## src/hw/ocgc_pkg.sv

```systemverilog
// Package for the oscillator, PLL and clock gating control block.
// Assumes a 32-bit AXI4-Lite register bus on a single system clock.
package ocgc_pkg;

    // Register byte offsets.
    localparam logic [7:0] OFF_SLOW_OSC = 8'h04;
    localparam logic [7:0] OFF_PLL = 8'h08;
    localparam logic [7:0] OFF_GATE = 8'h0c;
    localparam logic [7:0] OFF_EVT = 8'h10;
    localparam logic [7:0] OFF_FM_CFG1 = 8'h14;
    localparam logic [7:0] OFF_FM_CFG2 = 8'h18;
    localparam logic [7:0] OFF_FM_CTRL = 8'h1c;
    localparam logic [7:0] OFF_FM_CNT = 8'h20;
    localparam logic [7:0] OFF_FM_RES = 8'h24;

    // Unlock field codes.
    localparam logic [1:0] UNL_STEP1 = 2'h1;
    localparam logic [1:0] UNL_STEP2 = 2'h2;
    localparam logic [1:0] UNL_OPEN = 2'h3;
    localparam logic [1:0] UNL_SHUT = 2'h0;

    // Slow oscillator register fields.
    localparam int SO_UNL_LSB = 30;
    localparam int SO_DONE_BIT = 29;
    localparam int SO_SEL_BIT = 28;
    localparam int SO_XEN_BIT = 27;
    localparam int SO_IRDY_BIT = 26;
    localparam int SO_XRDY_BIT = 25;
    localparam int SO_ICNT_LSB = 16;
    localparam int SO_XCNT_LSB = 0;

    // PLL register fields.
    localparam int PL_UNL_LSB = 30;
    localparam int PL_LOCK_BIT = 29;
    localparam int PL_EN_BIT = 28;
    localparam int PL_N_LSB = 24;
    localparam int PL_OD_LSB = 16;
    localparam int PL_M_LSB = 0;

    // Gate, event timer and measurement fields.
    localparam int GT_UNL_LSB = 30;
    localparam int EV_EN_BIT = 8;
    localparam int FM_START_BIT = 0;
    localparam int FM_RSTN_BIT = 1;
    localparam int FM_MODE_BIT = 2;
    localparam int FM_SEL_BIT = 3;
    localparam int FM_REFEN_BIT = 4;
    localparam int FM_DONE_BIT = 31;
    localparam int FM_PASS_BIT = 30;

    // Reset values.
    localparam logic [4:0] RST_ICNT = 5'h10;
    localparam logic [15:0] RST_XCNT = 16'h0400;
    localparam logic [3:0] RST_N = 4'h0;
    localparam logic [1:0] RST_OD = 2'h0;
    localparam logic [13:0] RST_M = 14'h0000;
    localparam logic [7:0] RST_EVDIV = 8'h80;
    localparam logic [15:0] RST_PLL_WAIT = 16'h0100;
    localparam logic [1:0] IRC_DIV = 2'h3;

    // Measurement unit state.
    typedef enum logic [1:0] {FM_IDLE, FM_RUN, FM_DONE} ocgc_fm_e;

    // Slow oscillator status carried as one group.
    typedef struct packed {
        logic irdy;
        logic xrdy;
        logic sw_done;
    } ocgc_osc_s;

endpackage

```

## src/hw/ocgc_top.sv

```systemverilog
// Clock control register set: slow oscillators, PLL, gating, event clock
// and frequency measurement, behind an AXI4-Lite slave.
// Assumes core_clk is the system clock and slow oscillator clocks arrive
// as asynchronous pins that are synchronised here.
//
// Contract
// - Unlock fields open their register after 01, 10, 11 written in order.
// - Writing 00 to an open unlock field relocks; other values are kept.
// - Writes to read-only or reserved bits are dropped with OKAY response.
// - Internal oscillator is ready after its settle count in units of four slow cycles.
// - Crystal is ready after its settle count in 128 kHz cycles.
// - Ready flags read 1 after the settle count, 0 otherwise.
// - Watchdog switch done drops on select change, rises when switched.
// - Watchdog select 1 picks crystal, 0 picks internal oscillator.
// - Crystal enable bit turns the crystal on when set.
// - PLL lock flag rises after the lock wait count once enabled.
// - Input divider N is a four-bit direct value, reset zero.
// - Output divider codes give divide by 1, 2, 4 or 8.
// - Feedback divider M is a fourteen-bit direct value, reset zero.
// - A stop bit of 1 gates off that peripheral clock.
// - Stop bit positions map to fixed peripherals; bit 15 unused.
// - Event timer clock divides by twice the field plus one, reset 8'h80.
// - Event timer clock runs from system clock only when enabled.
// - Measurement target is a sixteen-bit software reference count.
// - Measurement start, reset-low, clock select and reference enable bits.
// - Only trace mode of the measurement unit works.
// - Result has done and pass flags; result valid when both set.
//
// The AXI4-Lite register port was chosen for this implementation.
`timescale 1ns/10ps
module ocgc_top
    import ocgc_pkg::*;
#(
    parameter int GATE_BITS = 30
) (
    // Clock and reset.
    input wire logic core_clk,
    input wire logic resetn,
    // AXI4-Lite write channels.
    input wire logic [7:0] s_axi_awaddr,
    input wire logic s_axi_awvalid,
    output logic s_axi_awready,
    input wire logic [31:0] s_axi_wdata,
    input wire logic [3:0] s_axi_wstrb,
    input wire logic s_axi_wvalid,
    output logic s_axi_wready,
    output logic [1:0] s_axi_bresp,
    output logic s_axi_bvalid,
    input wire logic s_axi_bready,
    // AXI4-Lite read channels.
    input wire logic [7:0] s_axi_araddr,
    input wire logic s_axi_arvalid,
    output logic s_axi_arready,
    output logic [31:0] s_axi_rdata,
    output logic [1:0] s_axi_rresp,
    output logic s_axi_rvalid,
    input wire logic s_axi_rready,
    // Slow oscillator clocks and controls.
    input wire logic irc_clk_pin,
    input wire logic pll_clk_pin,
    output logic crystal_enable,
    output logic watchdog_clock_select,
    // PLL controls.
    output logic pll_enable,
    output logic [3:0] pll_input_divider,
    output logic [1:0] pll_output_divider,
    output logic [13:0] pll_feedback_divider,
    output logic pll_lock_flag,
    // Peripheral gating and event timer clock.
    output logic [GATE_BITS-1:0] peripheral_stop_bits,
    output logic event_timer_clk
);

    if (GATE_BITS != 30) begin : g_bad_gate_bits
        $error("GATE_BITS must be 30");
    end

    ////////////////////////////////////////////////////////////////////////
    // Unlock field next state, shared by three registers.
    function automatic logic [1:0] unl_next(input logic [1:0] cur,
                                            input logic [1:0] wr);
        logic [1:0] r;
        r = cur;
        if (cur == UNL_OPEN) begin
            if (wr == UNL_SHUT) begin
                r = UNL_SHUT;
            end
        end else if (wr == UNL_STEP1) begin
            r = UNL_STEP1;
        end else if (wr == UNL_STEP2 && cur == UNL_STEP1) begin
            r = UNL_STEP2;
        end else if (wr == UNL_OPEN && cur == UNL_STEP2) begin
            r = UNL_OPEN;
        end else begin
            r = UNL_SHUT;
        end
        return r;
    endfunction

    ////////////////////////////////////////////////////////////////////////
    // AXI write path: address and data are latched independently.
    logic aw_have_reg, w_have_reg;
    logic [7:0] aw_addr_reg;
    logic [31:0] w_data_reg;
    logic [3:0] w_strb_reg;
    logic wr_fire;

    assign s_axi_awready = !aw_have_reg && !s_axi_bvalid;
    assign s_axi_wready = !w_have_reg && !s_axi_bvalid;
    assign wr_fire = aw_have_reg && w_have_reg;

    // Capture address and data, then answer once both are present.
    always_ff @(posedge core_clk or negedge resetn) begin
        if (!resetn) begin
            aw_have_reg <= 1'b0;
            w_have_reg <= 1'b0;
            aw_addr_reg <= 8'h00;
            w_data_reg <= 32'h0;
            w_strb_reg <= 4'h0;
            s_axi_bvalid <= 1'b0;
        end else begin
            if (s_axi_awvalid && s_axi_awready) begin
                aw_have_reg <= 1'b1;
                aw_addr_reg <= s_axi_awaddr;
            end
            if (s_axi_wvalid && s_axi_wready) begin
                w_have_reg <= 1'b1;
                w_data_reg <= s_axi_wdata;
                w_strb_reg <= s_axi_wstrb;
            end
            if (wr_fire) begin
                aw_have_reg <= 1'b0;
                w_have_reg <= 1'b0;
                s_axi_bvalid <= 1'b1;
            end else if (s_axi_bready) begin
                s_axi_bvalid <= 1'b0;
            end
        end
    end
    assign s_axi_bresp = 2'b00;

    // Byte-lane merge of write data into an old value.
    function automatic logic [31:0] merge(input logic [31:0] old);
        logic [31:0] r;
        r = old;
        for (int i = 0; i < 4; i++) begin
            if (w_strb_reg[i]) begin
                r[i*8 +: 8] = w_data_reg[i*8 +: 8];
            end
        end
        return r;
    endfunction

    function automatic logic hit(input logic [7:0] off);
        return wr_fire && aw_addr_reg == off;
    endfunction

    ////////////////////////////////////////////////////////////////////////
    // Control registers.
    logic [1:0] so_unl_reg, pl_unl_reg, gt_unl_reg;
    logic [4:0] icnt_reg;
    logic [15:0] xcnt_reg;
    logic [GATE_BITS-1:0] gate_reg;
    logic [7:0] evdiv_reg;
    logic ev_en_reg;
    logic [15:0] fm_target_reg, fm_hold_reg;
    logic [4:0] fm_ctrl_reg;
    logic [31:0] wv_so, wv_pl, wv_gt, wv_ev, wv_c1, wv_ct;
    logic pll_rewrite;

    assign wv_so = merge({so_unl_reg, 30'h0});
    assign wv_pl = merge({pl_unl_reg, 30'h0});
    assign wv_gt = merge({gt_unl_reg, 30'h0});
    assign wv_ev = merge({23'h0, ev_en_reg, evdiv_reg});
    assign wv_c1 = merge({fm_hold_reg, fm_target_reg});
    assign wv_ct = merge({27'h0, fm_ctrl_reg});
    assign pll_rewrite = hit(OFF_PLL) && pl_unl_reg == UNL_OPEN;

    // Locked registers accept writable bits only while their field is open.
    always_ff @(posedge core_clk or negedge resetn) begin
        if (!resetn) begin
            so_unl_reg <= UNL_SHUT;
            pl_unl_reg <= UNL_SHUT;
            gt_unl_reg <= UNL_SHUT;
            icnt_reg <= RST_ICNT;
            xcnt_reg <= RST_XCNT;
            watchdog_clock_select <= 1'b0;
            crystal_enable <= 1'b0;
            pll_enable <= 1'b0;
            pll_input_divider <= RST_N;
            pll_output_divider <= RST_OD;
            pll_feedback_divider <= RST_M;
            gate_reg <= '0;
        end else begin
            if (hit(OFF_SLOW_OSC)) begin
                so_unl_reg <= unl_next(so_unl_reg,
                                       wv_so[SO_UNL_LSB +: 2]);
                if (so_unl_reg == UNL_OPEN) begin
                    icnt_reg <= wv_so[SO_ICNT_LSB +: 5];
                    xcnt_reg <= wv_so[SO_XCNT_LSB +: 16];
                    watchdog_clock_select <= wv_so[SO_SEL_BIT];
                    crystal_enable <= wv_so[SO_XEN_BIT];
                end
            end
            if (hit(OFF_PLL)) begin
                pl_unl_reg <= unl_next(pl_unl_reg,
                                       wv_pl[PL_UNL_LSB +: 2]);
                if (pll_rewrite) begin
                    pll_enable <= wv_pl[PL_EN_BIT];
                    pll_input_divider <= wv_pl[PL_N_LSB +: 4];
                    pll_output_divider <= wv_pl[PL_OD_LSB +: 2];
                    pll_feedback_divider <= wv_pl[PL_M_LSB +: 14];
                end
            end
            if (hit(OFF_GATE)) begin
                gt_unl_reg <= unl_next(gt_unl_reg,
                                       wv_gt[GT_UNL_LSB +: 2]);
                if (gt_unl_reg == UNL_OPEN) begin
                    gate_reg <= wv_gt[GATE_BITS-1:0];
                end
            end
        end
    end
    // Bit 15 has no peripheral and is held at zero.
    assign peripheral_stop_bits = gate_reg & ~(30'h1 << 15);

    // Always-writable registers; reserved bits are simply dropped.
    always_ff @(posedge core_clk or negedge resetn) begin
        if (!resetn) begin
            evdiv_reg <= RST_EVDIV;
            ev_en_reg <= 1'b0;
            fm_target_reg <= 16'h0;
            fm_hold_reg <= 16'h0;
            fm_ctrl_reg <= 5'h0;
        end else begin
            if (hit(OFF_EVT)) begin
                evdiv_reg <= wv_ev[7:0];
                ev_en_reg <= wv_ev[EV_EN_BIT];
            end
            if (hit(OFF_FM_CFG1)) begin
                fm_target_reg <= wv_c1[15:0];
                fm_hold_reg <= wv_c1[31:16];
            end
            if (hit(OFF_FM_CTRL)) begin
                fm_ctrl_reg <= wv_ct[4:0];
            end
        end
    end

    ////////////////////////////////////////////////////////////////////////
    // Synchronise the slow and PLL clocks, detect rising edges.
    logic [2:0] irc_sync_reg, pll_sync_reg;
    logic irc_rise, pll_rise;
    always_ff @(posedge core_clk or negedge resetn) begin
        if (!resetn) begin
            irc_sync_reg <= 3'h0;
            pll_sync_reg <= 3'h0;
        end else begin
            irc_sync_reg <= {irc_sync_reg[1:0], irc_clk_pin};
            pll_sync_reg <= {pll_sync_reg[1:0], pll_clk_pin};
        end
    end
    assign irc_rise = irc_sync_reg[1] && !irc_sync_reg[2];
    assign pll_rise = pll_sync_reg[1] && !pll_sync_reg[2];

    // Settle counters; the internal one ticks on every fourth slow edge.
    logic [1:0] quarter_reg;
    logic [4:0] iwait_reg;
    logic [15:0] xwait_reg;
    logic sel_seen_reg;
    ocgc_osc_s osc_reg;
    always_ff @(posedge core_clk or negedge resetn) begin
        if (!resetn) begin
            quarter_reg <= 2'h0;
            iwait_reg <= 5'h0;
            xwait_reg <= 16'h0;
            sel_seen_reg <= 1'b0;
            osc_reg <= '{irdy: 1'b0, xrdy: 1'b0, sw_done: 1'b1};
        end else begin
            if (irc_rise) begin
                quarter_reg <= quarter_reg + 2'h1;
            end
            if (irc_rise && quarter_reg == IRC_DIV && !osc_reg.irdy) begin
                if (iwait_reg >= icnt_reg) begin
                    osc_reg.irdy <= 1'b1;
                end else begin
                    iwait_reg <= iwait_reg + 5'h1;
                end
            end
            if (!crystal_enable) begin
                xwait_reg <= 16'h0;
                osc_reg.xrdy <= 1'b0;
            end else if (irc_rise && !osc_reg.xrdy) begin
                if (xwait_reg >= xcnt_reg) begin
                    osc_reg.xrdy <= 1'b1;
                end else begin
                    xwait_reg <= xwait_reg + 16'h1;
                end
            end
            // Switch completes on the next internal oscillator edge, whichever source is selected.
            if (watchdog_clock_select != sel_seen_reg) begin
                osc_reg.sw_done <= 1'b0;
                if (irc_rise) begin
                    sel_seen_reg <= watchdog_clock_select;
                end
            end else begin
                osc_reg.sw_done <= 1'b1;
            end
        end
    end

    ////////////////////////////////////////////////////////////////////////
    // PLL lock wait; restarts on disable or divider rewrite.
    logic [15:0] lock_wait_reg;
    always_ff @(posedge core_clk or negedge resetn) begin
        if (!resetn) begin
            lock_wait_reg <= 16'h0;
            pll_lock_flag <= 1'b0;
        end else if (!pll_enable || pll_rewrite) begin
            lock_wait_reg <= 16'h0;
            pll_lock_flag <= 1'b0;
        end else if (!pll_lock_flag) begin
            if (lock_wait_reg >= RST_PLL_WAIT) begin
                pll_lock_flag <= 1'b1;
            end else begin
                lock_wait_reg <= lock_wait_reg + 16'h1;
            end
        end
    end

    ////////////////////////////////////////////////////////////////////////
    // Event timer clock: toggles after field plus one system cycles.
    logic [7:0] evcnt_reg;
    always_ff @(posedge core_clk or negedge resetn) begin
        if (!resetn) begin
            evcnt_reg <= 8'h0;
            event_timer_clk <= 1'b0;
        end else if (!ev_en_reg) begin
            evcnt_reg <= 8'h0;
            event_timer_clk <= 1'b0;
        end else if (evcnt_reg >= evdiv_reg) begin
            evcnt_reg <= 8'h0;
            event_timer_clk <= !event_timer_clk;
        end else begin
            evcnt_reg <= evcnt_reg + 8'h1;
        end
    end

    ////////////////////////////////////////////////////////////////////////
    // Frequency measurement: reference is the system clock.
    ocgc_fm_e fm_state_reg;
    logic [15:0] ref_cnt_reg, test_cnt_reg;
    logic fm_done, cut_rise;
    assign cut_rise = fm_ctrl_reg[FM_SEL_BIT] ? pll_rise : irc_rise;
    assign fm_done = fm_state_reg == FM_DONE;
    always_ff @(posedge core_clk or negedge resetn) begin
        if (!resetn) begin
            fm_state_reg <= FM_IDLE;
            ref_cnt_reg <= 16'h0;
            test_cnt_reg <= 16'h0;
        end else if (!fm_ctrl_reg[FM_RSTN_BIT]) begin
            fm_state_reg <= FM_IDLE;
            ref_cnt_reg <= 16'h0;
            test_cnt_reg <= 16'h0;
        end else begin
            case (fm_state_reg)
                FM_IDLE: begin
                    if (fm_ctrl_reg[FM_START_BIT] &&
                        fm_ctrl_reg[FM_MODE_BIT]) begin
                        fm_state_reg <= FM_RUN;
                    end
                end
                FM_RUN: begin
                    if (!fm_ctrl_reg[FM_START_BIT]) begin
                        fm_state_reg <= FM_IDLE;
                    end else if (ref_cnt_reg >= fm_target_reg) begin
                        fm_state_reg <= FM_DONE;
                    end else begin
                        if (fm_ctrl_reg[FM_REFEN_BIT]) begin
                            ref_cnt_reg <= ref_cnt_reg + 16'h1;
                        end
                        if (cut_rise) begin
                            test_cnt_reg <= test_cnt_reg + 16'h1;
                        end
                    end
                end
                FM_DONE: fm_state_reg <= FM_DONE;
                default: fm_state_reg <= FM_IDLE;
            endcase
        end
    end

    ////////////////////////////////////////////////////////////////////////
    // Read path: one-cycle answer, unmapped offsets read zero with OKAY.
    logic [31:0] rd_mux;
    always_comb begin
        case (s_axi_araddr)
            OFF_SLOW_OSC: rd_mux = {so_unl_reg, osc_reg.sw_done,
                watchdog_clock_select, crystal_enable, osc_reg.irdy,
                osc_reg.xrdy, 4'h0, icnt_reg, xcnt_reg};
            OFF_PLL: rd_mux = {pl_unl_reg, pll_lock_flag, pll_enable,
                pll_input_divider, 6'h0, pll_output_divider, 2'h0,
                pll_feedback_divider};
            OFF_GATE: rd_mux = {gt_unl_reg, peripheral_stop_bits};
            OFF_EVT: rd_mux = {23'h0, ev_en_reg, evdiv_reg};
            OFF_FM_CFG1: rd_mux = {fm_hold_reg, fm_target_reg};
            OFF_FM_CTRL: rd_mux = {27'h0, fm_ctrl_reg};
            OFF_FM_CNT: rd_mux = {16'h0, test_cnt_reg};
            OFF_FM_RES: rd_mux = {fm_done, fm_done, 30'h0};
            default: rd_mux = 32'h0;
        endcase
    end

    assign s_axi_arready = !s_axi_rvalid;
    assign s_axi_rresp = 2'b00;
    always_ff @(posedge core_clk or negedge resetn) begin
        if (!resetn) begin
            s_axi_rvalid <= 1'b0;
            s_axi_rdata <= 32'h0;
        end else if (s_axi_arvalid && s_axi_arready) begin
            s_axi_rvalid <= 1'b1;
            s_axi_rdata <= rd_mux;
        end else if (s_axi_rready) begin
            s_axi_rvalid <= 1'b0;
        end
    end

endmodule

```

## config.mk

```make
export PLATFORM = sky130hd
export DESIGN_NAME = ocgc_top
export DESIGN_NICKNAME = d
export VERILOG_FILES = /design/src/hw/ocgc_pkg.sv /design/src/hw/ocgc_top.sv
export SDC_FILE = /design/constraint.sdc
export NUM_CORES = 1
export LEC_CHECK = 0
export BUFFER_PORTS_ARGS = -buffer_cell sky130_fd_sc_hd__buf_4
export CAP_MARGIN = 10
export CORE_ASPECT_RATIO = 0.5
export CORE_MARGIN = 1.5
export CORE_UTILIZATION = 40
export CTS_BUF_LIST = sky130_fd_sc_hd__clkbuf_4
export CTS_CLUSTER_DIAMETER = 200
export CTS_CLUSTER_SIZE = 25
export DETAILED_ROUTE_END_ITERATION = 10
export GPL_TIMING_DRIVEN = 0
export PLACE_DENSITY_LB_ADDON = 0.1
export SLEW_MARGIN = 15
export SYNTH_ARGS = -nofsm -noshare
export SYNTH_HDL_FRONTEND = slang
export SYNTH_SLANG_ARGS = --single-unit
export TNS_END_PERCENT = 5
```

## constraint.sdc

```tcl
create_clock -name core_clk -period 2.7 [get_ports core_clk]
set_input_delay 0.135 -clock core_clk [delete_from_list [all_inputs] [get_ports core_clk]]
set_output_delay 0.135 -clock core_clk [all_outputs]
set_load 0.05 [all_outputs]
```

==> run summary, run 1 <==
The maximum clock rate is 384.1 MHz, and the part of the total power dissipated in combinational logic is 25.8%. Together, buffers and inverters on the worst path number 3. The number of antenna-violating nets in the routed design is 0. For this design the static power due to leakage is 7.270 nW. The clock latency on the worst-skew pair is 0.76 ns.

The core region is 34590 µm². The post-detailed-placement cell area was 15960 µm²; the number of vias per cell after detailed routing was 5.525. The count of buffers inserted at the top-level ports was 151; the via count of the first global-routing pass was 11.24k. In this run the tightest slew margin relative to its limit is 35.96%. After detailed routing, the total wire length is 42.85 mm. The data arrival at the endpoint of the critical path came out at 3.24 ns.

Walking the worst path, the cells encountered are inv_1 > ha_1 > nor2b_1 > o211a_1 > a211oi_2 > o221ai_2 > buf_2 > clkbuf_2 > o31ai_1 > a21oi_1. The H-tree depth was 1; the global-route total usage across every layer was 23.64%. Top flip-flop cell by instance count after synthesis: sky130_fd_sc_hd__dfrtp_1.

Required time of the critical path: 3.34 ns. The tools report the element type at the critical path start as a flop. The final-report max-slew violation count was 0; the average detailed-routed wire length per instance was 20.55 µm. The tools report the total via count after detailed routing as 11.52k.

For flop-to-flop paths, the worst setup slack is 0.1 ns. The area share of the leading cell type in the synthesized netlist works out to 52.09%. Slowest stage cell on the critical path: sky130_fd_sc_hd__dfrtp_1. The sequential-to-total area share from yosys stat is 52.83%.

Cells fill 48.67% of the core in the end. Post-layout instance area: 16840 µm². The die is 268.8 µm wide. TritonCTS built the clock tree. Clock skew on the completed layout was measured at 0.04907 ns. Total power for the finished layout comes to 9.842 mW. After the first detailed-routing iteration, the DRC count stood at 1038. The run gives 31.52 mm as the half-perimeter wire length of the detailed placement result. The tree built by TritonCTS fans out to 298 sinks. The root buffer cell is sky130_fd_sc_hd__clkbuf_4. Counting I/O delays and the setup requirement, the final critical path takes 2.603 ns.

The run gives 0 ns as the sum of negative setup slack. The flow ran to the end, and the final reports show no timing, DRC or antenna violations. The proportion of layout cells with a drive suffix above 1 is 20.21%, and the clock share of power is 17.9%.

In this run the core area contains 48 standard-cell rows. For this run, design rule violations remaining after detail routing come to 0. The cell taking the most area after synthesis is sky130_fd_sc_hd__dfrtp_1.

Yosys mapped a number of flops with a built-in enable equal to 0. The number of antenna violations at the first check in global routing is 3, and the post-synthesis instance total is 1365. The total die area was 36520 µm².

The wire length of the first global-routing pass is 65.70 mm. After clock tree synthesis, the clock-pin slew on the worst setup and hold paths is 0.26 ns. From synthesis to final layout, the design area changed by 19.20%. The number of buffers added by the clock tree synthesis step is 15. The number of detailed-route iterations in the first pass is 6, and the average cell area after synthesis is 10.35 µm². Critical path endpoint category: a flop. Setup repair after global routing could not meet its margin everywhere. The share of synthesized registers carrying an async set or reset came out at 100.0%.

Per report_power, the sequential group accounts for 56.3% of the total. Routability-driven placement finished with a final weighted congestion of 0.9196. IR analysis of the VDD net gives a maximum drop of 0.2855 mV. In the final design database the tool counted 1716 nets.

In this run the power density over the cells is 584.6 nW/µm². The tools report the final number of hold-violating endpoints as 0. The register bit count reported by yosys was 298; the internal power contribution was 6.337 mW. The overall overflow remaining after global route is 0. Measured along the y axis, the die boundary spans 135.9 µm. Entering global routing, the biggest net connects 91 pins.

Max-cap violations in this run came to 0. In the finished design, the share of the clock period the worst path needs comes to 96.42%. At the pin with the least slew margin, the transition time is 0.9605 ns. The logs give 3 for the maximum buffer depth of the clock tree and 40.83% for the initial core utilization. The maximum fanout encountered on the critical timing path is 10.

The final setup violation count is 0. The logs give 0 for the total of warnings raised by yosys and 3.504 mW for the net switching power. Summing every instance area after synthesis gives 14120 µm². The synthesized netlist contains 68 unique library cells. The run gives 157 as the count of pins on the block boundary.

On the worst path, the slowest cell contributes a delay of 0.47 ns. By area the synthesized netlist is led by sky130_fd_sc_hd__dfrtp_1, sky130_fd_sc_hd__mux2_2, sky130_fd_sc_hd__nand2_1. The class of the tightest hold or removal check is input port to flop.

On the critical path the largest part of the delay comes from compound AO/OA/AOI/OAI gates. The type of the worst setup path was flop to flop. Counting tap cells, the placed design contains a total of 1998 instances. In this run switching power makes up 35.61% of total power. The finished layout holds 2085 standard cells, fillers aside.
==> cell usage in the layout, fill, tap and decap left out, drive strengths merged, types with 5 or more instances in the layout <==
cell type / Yosys / routed
dfrtp: 294 / 294
nand2: 190 / 190
buf: 26 / 184
o21ai: 119 / 119
nor2: 88 / 88
mux2: 83 / 83
a21oi: 65 / 65
inv: 64 / 64
dlygate4sd3: 0 / 60
clkbuf: 40 / 60
ha: 53 / 53
nand3: 40 / 40
a22oi: 32 / 32
a31oi: 30 / 30
and3: 22 / 22
or4: 21 / 21
o31ai: 21 / 21
nand4: 18 / 18
or3: 16 / 16
xor2: 14 / 14
a222oi: 13 / 13
mux2i: 12 / 12
nand2b: 10 / 10
nor2b: 10 / 10
xnor2: 9 / 9
nor3: 8 / 8
a221oi: 7 / 7
a21o: 6 / 6
nor4: 6 / 6
conb: 1 / 5
==> final timing paths <==
path	start	to	depth (start not counted)
min in group asynchronous	resetn	irc_sync_reg[0]	4
min	s_axi_bready	s_axi_bvalid	3
max	xcnt_reg[1]	xwait_reg[12]	10
max reg2reg	xcnt_reg[1]	xwait_reg[12]	10
max in group asynchronous	resetn	xcnt_reg[10]	4
min reg2reg	pll_sync_reg[0]	pll_sync_reg[1]	0
==> power by group through the flow <==
stage | clock network [mW] | logic, mW | registers [mW]
2_1_floorplan | 0 | 1.26 | 5.77
3_3_place_gp | 0 | 2.37 | 5.61
3_5_place_dp | 0 | 2.43 | 5.63
4_1_cts | 1.83 | 2.51 | 5.55
5_1_grt | 1.97 | 2.75 | 5.63
6_report | 1.76 | 2.54 | 5.54
==> timing repair <==
item	in CTS	in global routing
buffers inserted	0	1
resized for setup	0	22
endpoints found under the hold margin	354	0
hold buffers	61	0
endpoints found under the setup margin	0	43
==> cell usage after synthesis (16+ instances only) <==
master / count
sky130_fd_sc_hd__a21oi_1: 65
sky130_fd_sc_hd__a22oi_1: 32
sky130_fd_sc_hd__a31oi_1: 30
sky130_fd_sc_hd__and3_1: 22
sky130_fd_sc_hd__clkbuf_1: 40
sky130_fd_sc_hd__dfrtp_1: 294
sky130_fd_sc_hd__ha_1: 53
sky130_fd_sc_hd__inv_1: 63
sky130_fd_sc_hd__mux2_2: 83
sky130_fd_sc_hd__nand2_1: 190
sky130_fd_sc_hd__nand3_1: 38
sky130_fd_sc_hd__nand4_1: 16
sky130_fd_sc_hd__nor2_1: 85
sky130_fd_sc_hd__o21ai_0: 93
sky130_fd_sc_hd__o21ai_1: 26
sky130_fd_sc_hd__o31ai_1: 21
sky130_fd_sc_hd__or3_1: 16
sky130_fd_sc_hd__or4_1: 21
==> logic make-up after synthesis <==
kind of cell               after synthesis  synth area share (%)
and+or+nand+nor                        449                 15.71
AOI/OAI and AO/OA                      316                 13.85
DFF                                    298                 52.83
buffers and inverters                  130                 3.986
muxes                                   95                 7.468
adders and majority gates               53                 4.695
xor gates and xnor gates                23                 1.426
other                                    1               0.02655
==> worst min-delay path, stage by stage <==
cell                            delay [ns]
sky130_fd_sc_hd__dlygate4sd3_1        0.53
sky130_fd_sc_hd__buf_4                0.10
sky130_fd_sc_hd__o21ai_0              0.06
==> area by class of cell <==
class	instances	area, µm²
flip-flops and latches	298	7462
repair buffers	216	1859
inverters	64	240.2
well taps	475	594.3
diodes	2	5.005
fillers	3291	17760
plain buffers	66	326.6
clock buffers	22	165.2
clock inverters	1	3.754
multi-input cells	941	6180
==> metrics by stage <==
step           hold WS (ns)  setup WS [ns]
6_report            0.05872        0.09677
3_3_place_gp         0.2458         -1.245
3_5_place_dp        0.07855        0.03344
4_1_cts             0.03626        0.01123
2_1_floorplan       -0.1606         0.2449
5_1_grt             0.05263       -0.01948
==> per-layer routing <==
metal | global-route usage [%] | part of all wire (%) | wire [µm]
met3 | 3.894 | 5.6 | 2418
met4 | 5.150 | 2.1 | 891
met5 | 0 | 0.026 | 11
met1 | 33.50 | 46 | 19610
met2 | 38.22 | 46 | 19920
Power figures use the tool's default switching activity.
==> run 2, diff against run 1 <==
clock period = 2.6 ns   (was 2.7 ns; I/O delays follow)
==> run summary, run 2 (synthesis gave the netlist of run 1 again) <==
The final wirelength is 42.97 mm (was 42.85 mm), and the post-layout minimum cycle time is 2.516 ns (was 2.603 ns). Residual DRC count: 0 (unchanged). The die boundary width is 268.8 µm (unchanged). The launch point of the worst reg-to-reg path is aw_have_reg (was xcnt_reg[1]). For the worst hold margin, the log shows 0.05369 ns (was 0.05872 ns). The growth of design area from synthesis to finish works out to 20.06% (was 19.20%).

The delay of the slowest critical-path stage was 0.51 ns (was 0.47 ns). The run gives 157 (unchanged) as the count of pins on the block boundary. Highest-count cells in the layout ignoring fill and taps: sky130_fd_sc_hd__dfrtp_1, sky130_fd_sc_hd__nand2_1, sky130_fd_sc_hd__buf_4 (unchanged). The flow ran to the end, and the final reports show no timing, DRC or antenna violations.

The tools report the maximum buffer depth of the clock tree as 3 (unchanged). Critical-path cell list: nand2_1 > nor4_1 > nand2_1 > nor2_1 > nand2_1 > mux2_2 (was inv_1 > ha_1 > nor2b_1 > o211a_1 > a211oi_2 > o221ai_2 > buf_2 > clkbuf_2 > o31ai_1 > a21oi_1). The count of buffers inserted at the top-level ports was 151 (unchanged); the area of the placeable core was 34590 µm² (unchanged). The clock slew at the register clock pins of the worst setup and hold paths is 0.27 ns (was 0.26 ns), and the clock latency on the worst-skew pair is 0.76 ns (about the same).

The final setup violation count is 0 (unchanged). The class of the tightest hold or removal check is input port to flop (unchanged). The wire length of the first global-routing pass was 65.72 mm (was 65.70 mm); the floorplan die height was 135.9 µm (unchanged).

Total power divided by cell area: 604.6 nW/µm² (was 584.6 nW/µm²). The run gives 0 ns (unchanged) as the sum of negative setup slack. The maximum fanout encountered on the critical timing path came out at 8 (was 10). The overall overflow remaining after global route was 0 (unchanged).

The logs give 0 (unchanged) for the number of antenna-violating nets in the routed design and 11.25k (was 11.24k) for the via count of the first global-routing pass. The proportion of layout cells with a drive suffix above 1 works out to 21.16% (was 20.21%). The slowest stage cell on the critical path was sky130_fd_sc_hd__nand2_1 (was sky130_fd_sc_hd__dfrtp_1). For the max-slew headroom at the worst pin, the log shows 38.20% (was 35.96%). The commonest non-fill, non-tap cell in the layout was sky130_fd_sc_hd__dfrtp_1 (unchanged).

The logs give 1 (unchanged) for the H-tree depth and 7.321 nW (was 7.270 nW) for the leakage power total. The logs give 3 (unchanged) for the number of antenna violations at the first check in global routing and 0.05259 ns (was 0.04907 ns) for the worst-case clock skew. TritonCTS built the clock tree.

The average detailed-routed wire length per instance works out to 20.53 µm (was 20.55 µm). The type of the worst setup path was flop to flop (unchanged). The tools report the number of filler cells placed in the layout as 3274 (was 3291).

The source of the worst hold timing path is s_axi_bready (unchanged). The tools report the maximum clock rate as 397.5 MHz (was 384.1 MHz). For the global-route total usage across every layer, the log shows 23.65% (was 23.64%).

The ratio of final minimum period to clock period was 96.77% (was 96.42%); the half-perimeter wire length of the detailed placement result was 31.52 mm (unchanged). The critical path endpoint category was a flop (unchanged). The total die area was 36520 µm² (unchanged). The pin count of the biggest net entering global routing was 91 (unchanged); the slew at the pin with the worst max-slew slack was 0.9230 ns (was 0.9605 ns). The cell occurring most often along the worst timing path was sky130_fd_sc_hd__nand2_1. The required time of the critical path is 3.24 ns (was 3.34 ns), and the number of vias per cell after detailed routing is 5.504 (was 5.525). The clock sink count was 298 (unchanged). The number of DRC violations after detailed-routing iteration 0 came out at 1086 (was 1038). Data arrival at the endpoint of the critical path: 3.15 ns (was 3.24 ns). The run gives 15 (unchanged) as the number of buffers added by the clock tree synthesis step. The logs give 0.3011 mV (was 0.2855 mV) for the worst-case vdd ir drop and 40.83% (unchanged) for the initial core utilization. The tools report the total via count after detailed routing as 11.52k (about the same). The final number of hold-violating endpoints was 0 (unchanged); the count of maximum capacitance violations was 0 (unchanged). Number of detailed-route iterations in the first pass: 6 (unchanged). The number of cell rows was 48 (unchanged). The root buffer cell is sky130_fd_sc_hd__clkbuf_4 (unchanged).

The source of the critical timing path was aw_have_reg (was xcnt_reg[1]). Final-report max-slew violation count: 0 (unchanged). For the routability-driven placement congestion ratio, the log shows 0.9196 (unchanged).

For the final-stage net count, the log shows 1724 (was 1716). Element type at the critical path start: a flop (unchanged).
-- run 2: cell types whose count changed in the layout (fill, tap and decap cells not counted), moves of 2 or more --
cell / change
sky130_fd_sc_hd__buf_4: +6
sky130_fd_sc_hd__dfrtp_1: -4
sky130_fd_sc_hd__dfrtp_2: +4
sky130_fd_sc_hd__nor3_2: -2
sky130_fd_sc_hd__nor3_4: +2
sky130_fd_sc_hd__o21ai_1: -2
sky130_fd_sc_hd__o21ai_2: +2
-- run 2: worst paths after layout --
kind	end	slack [ns]	cells past startpoint
worst max register to register	fm_target_reg[11]	0.08	6
worst min register to register	pll_sync_reg[1]	0.39	0
worst max-delay path	fm_target_reg[11]	0.08	6
max in group asynchronous	xcnt_reg[10]	1.63	4
min in group asynchronous	irc_sync_reg[0]	0.48	4
worst min-delay path	s_axi_bvalid	0.05	3
-- run 2: per-stage QoR --
step	utilization, %	instances	power, mW	setup slack [ns]	area (µm²)
floorplan	-	1369	7.304	0.1449	14140
global placement	45.88	1995	8.293	-1.340	15870
detailed placement	46.14	1998	8.366	-0.06656	15960
CTS	48.52	2082	10.28	-0.007182	16790
global route	49.02	2093	10.78	-0.006472	16960
finish	49.02	2093	10.25	0.08409	16960
-- run 2: critical path: cells and delay by family (launching register included) --
kind,cells,cell delay (ns)
flip-flops,1,0.46
multiplexers,1,0.42
AND/OR/NAND/NOR,5,1.50
-- run 2: final cells by class --
type | instances | area [µm²] | area share [%]
well taps | 475 | 594.3 | 3.504
clock buffers | 22 | 165.2 | 0.9739
clock inverters | 1 | 3.754 | 0.02213
diodes | 2 | 5.005 | 0.02951
inverters | 64 | 240.2 | 1.417
plain buffers | 66 | 327.8 | 1.933
repair buffers | 223 | 1924 | 11.35
flip-flops and latches | 298 | 7467 | 44.03
multi-input cells | 942 | 6231 | 36.74
-- run 2: timing repair --
item / in CTS / in global routing
endpoints found under the hold margin: 354 / 0
resized for setup: 6 / 28
hold buffers: 61 / 0
buffers inserted: 0 / 8
pin swaps: 1 / 6
endpoints found under the setup margin: 24 / 48
cloned: 0 / 1
-- run 2: where the power goes --
part	switching (mW)	internal (mW)	total, mW
logic	1.66	1.01	2.67
clock network	1.45	0.383	1.83
registers	0.554	5.20	5.76
-- run 2: per-layer routing --
metal	track usage [%]	wire length (µm)	share of wire, %	vias to the layer above
met3	3.894	2475	5.8	55
li1	-	-	-	5369
met4	5.150	856	2.0	2
met1	33.50	19420	45	5792
met5	0	11	0.026	-
met2	38.23	20210	47	302
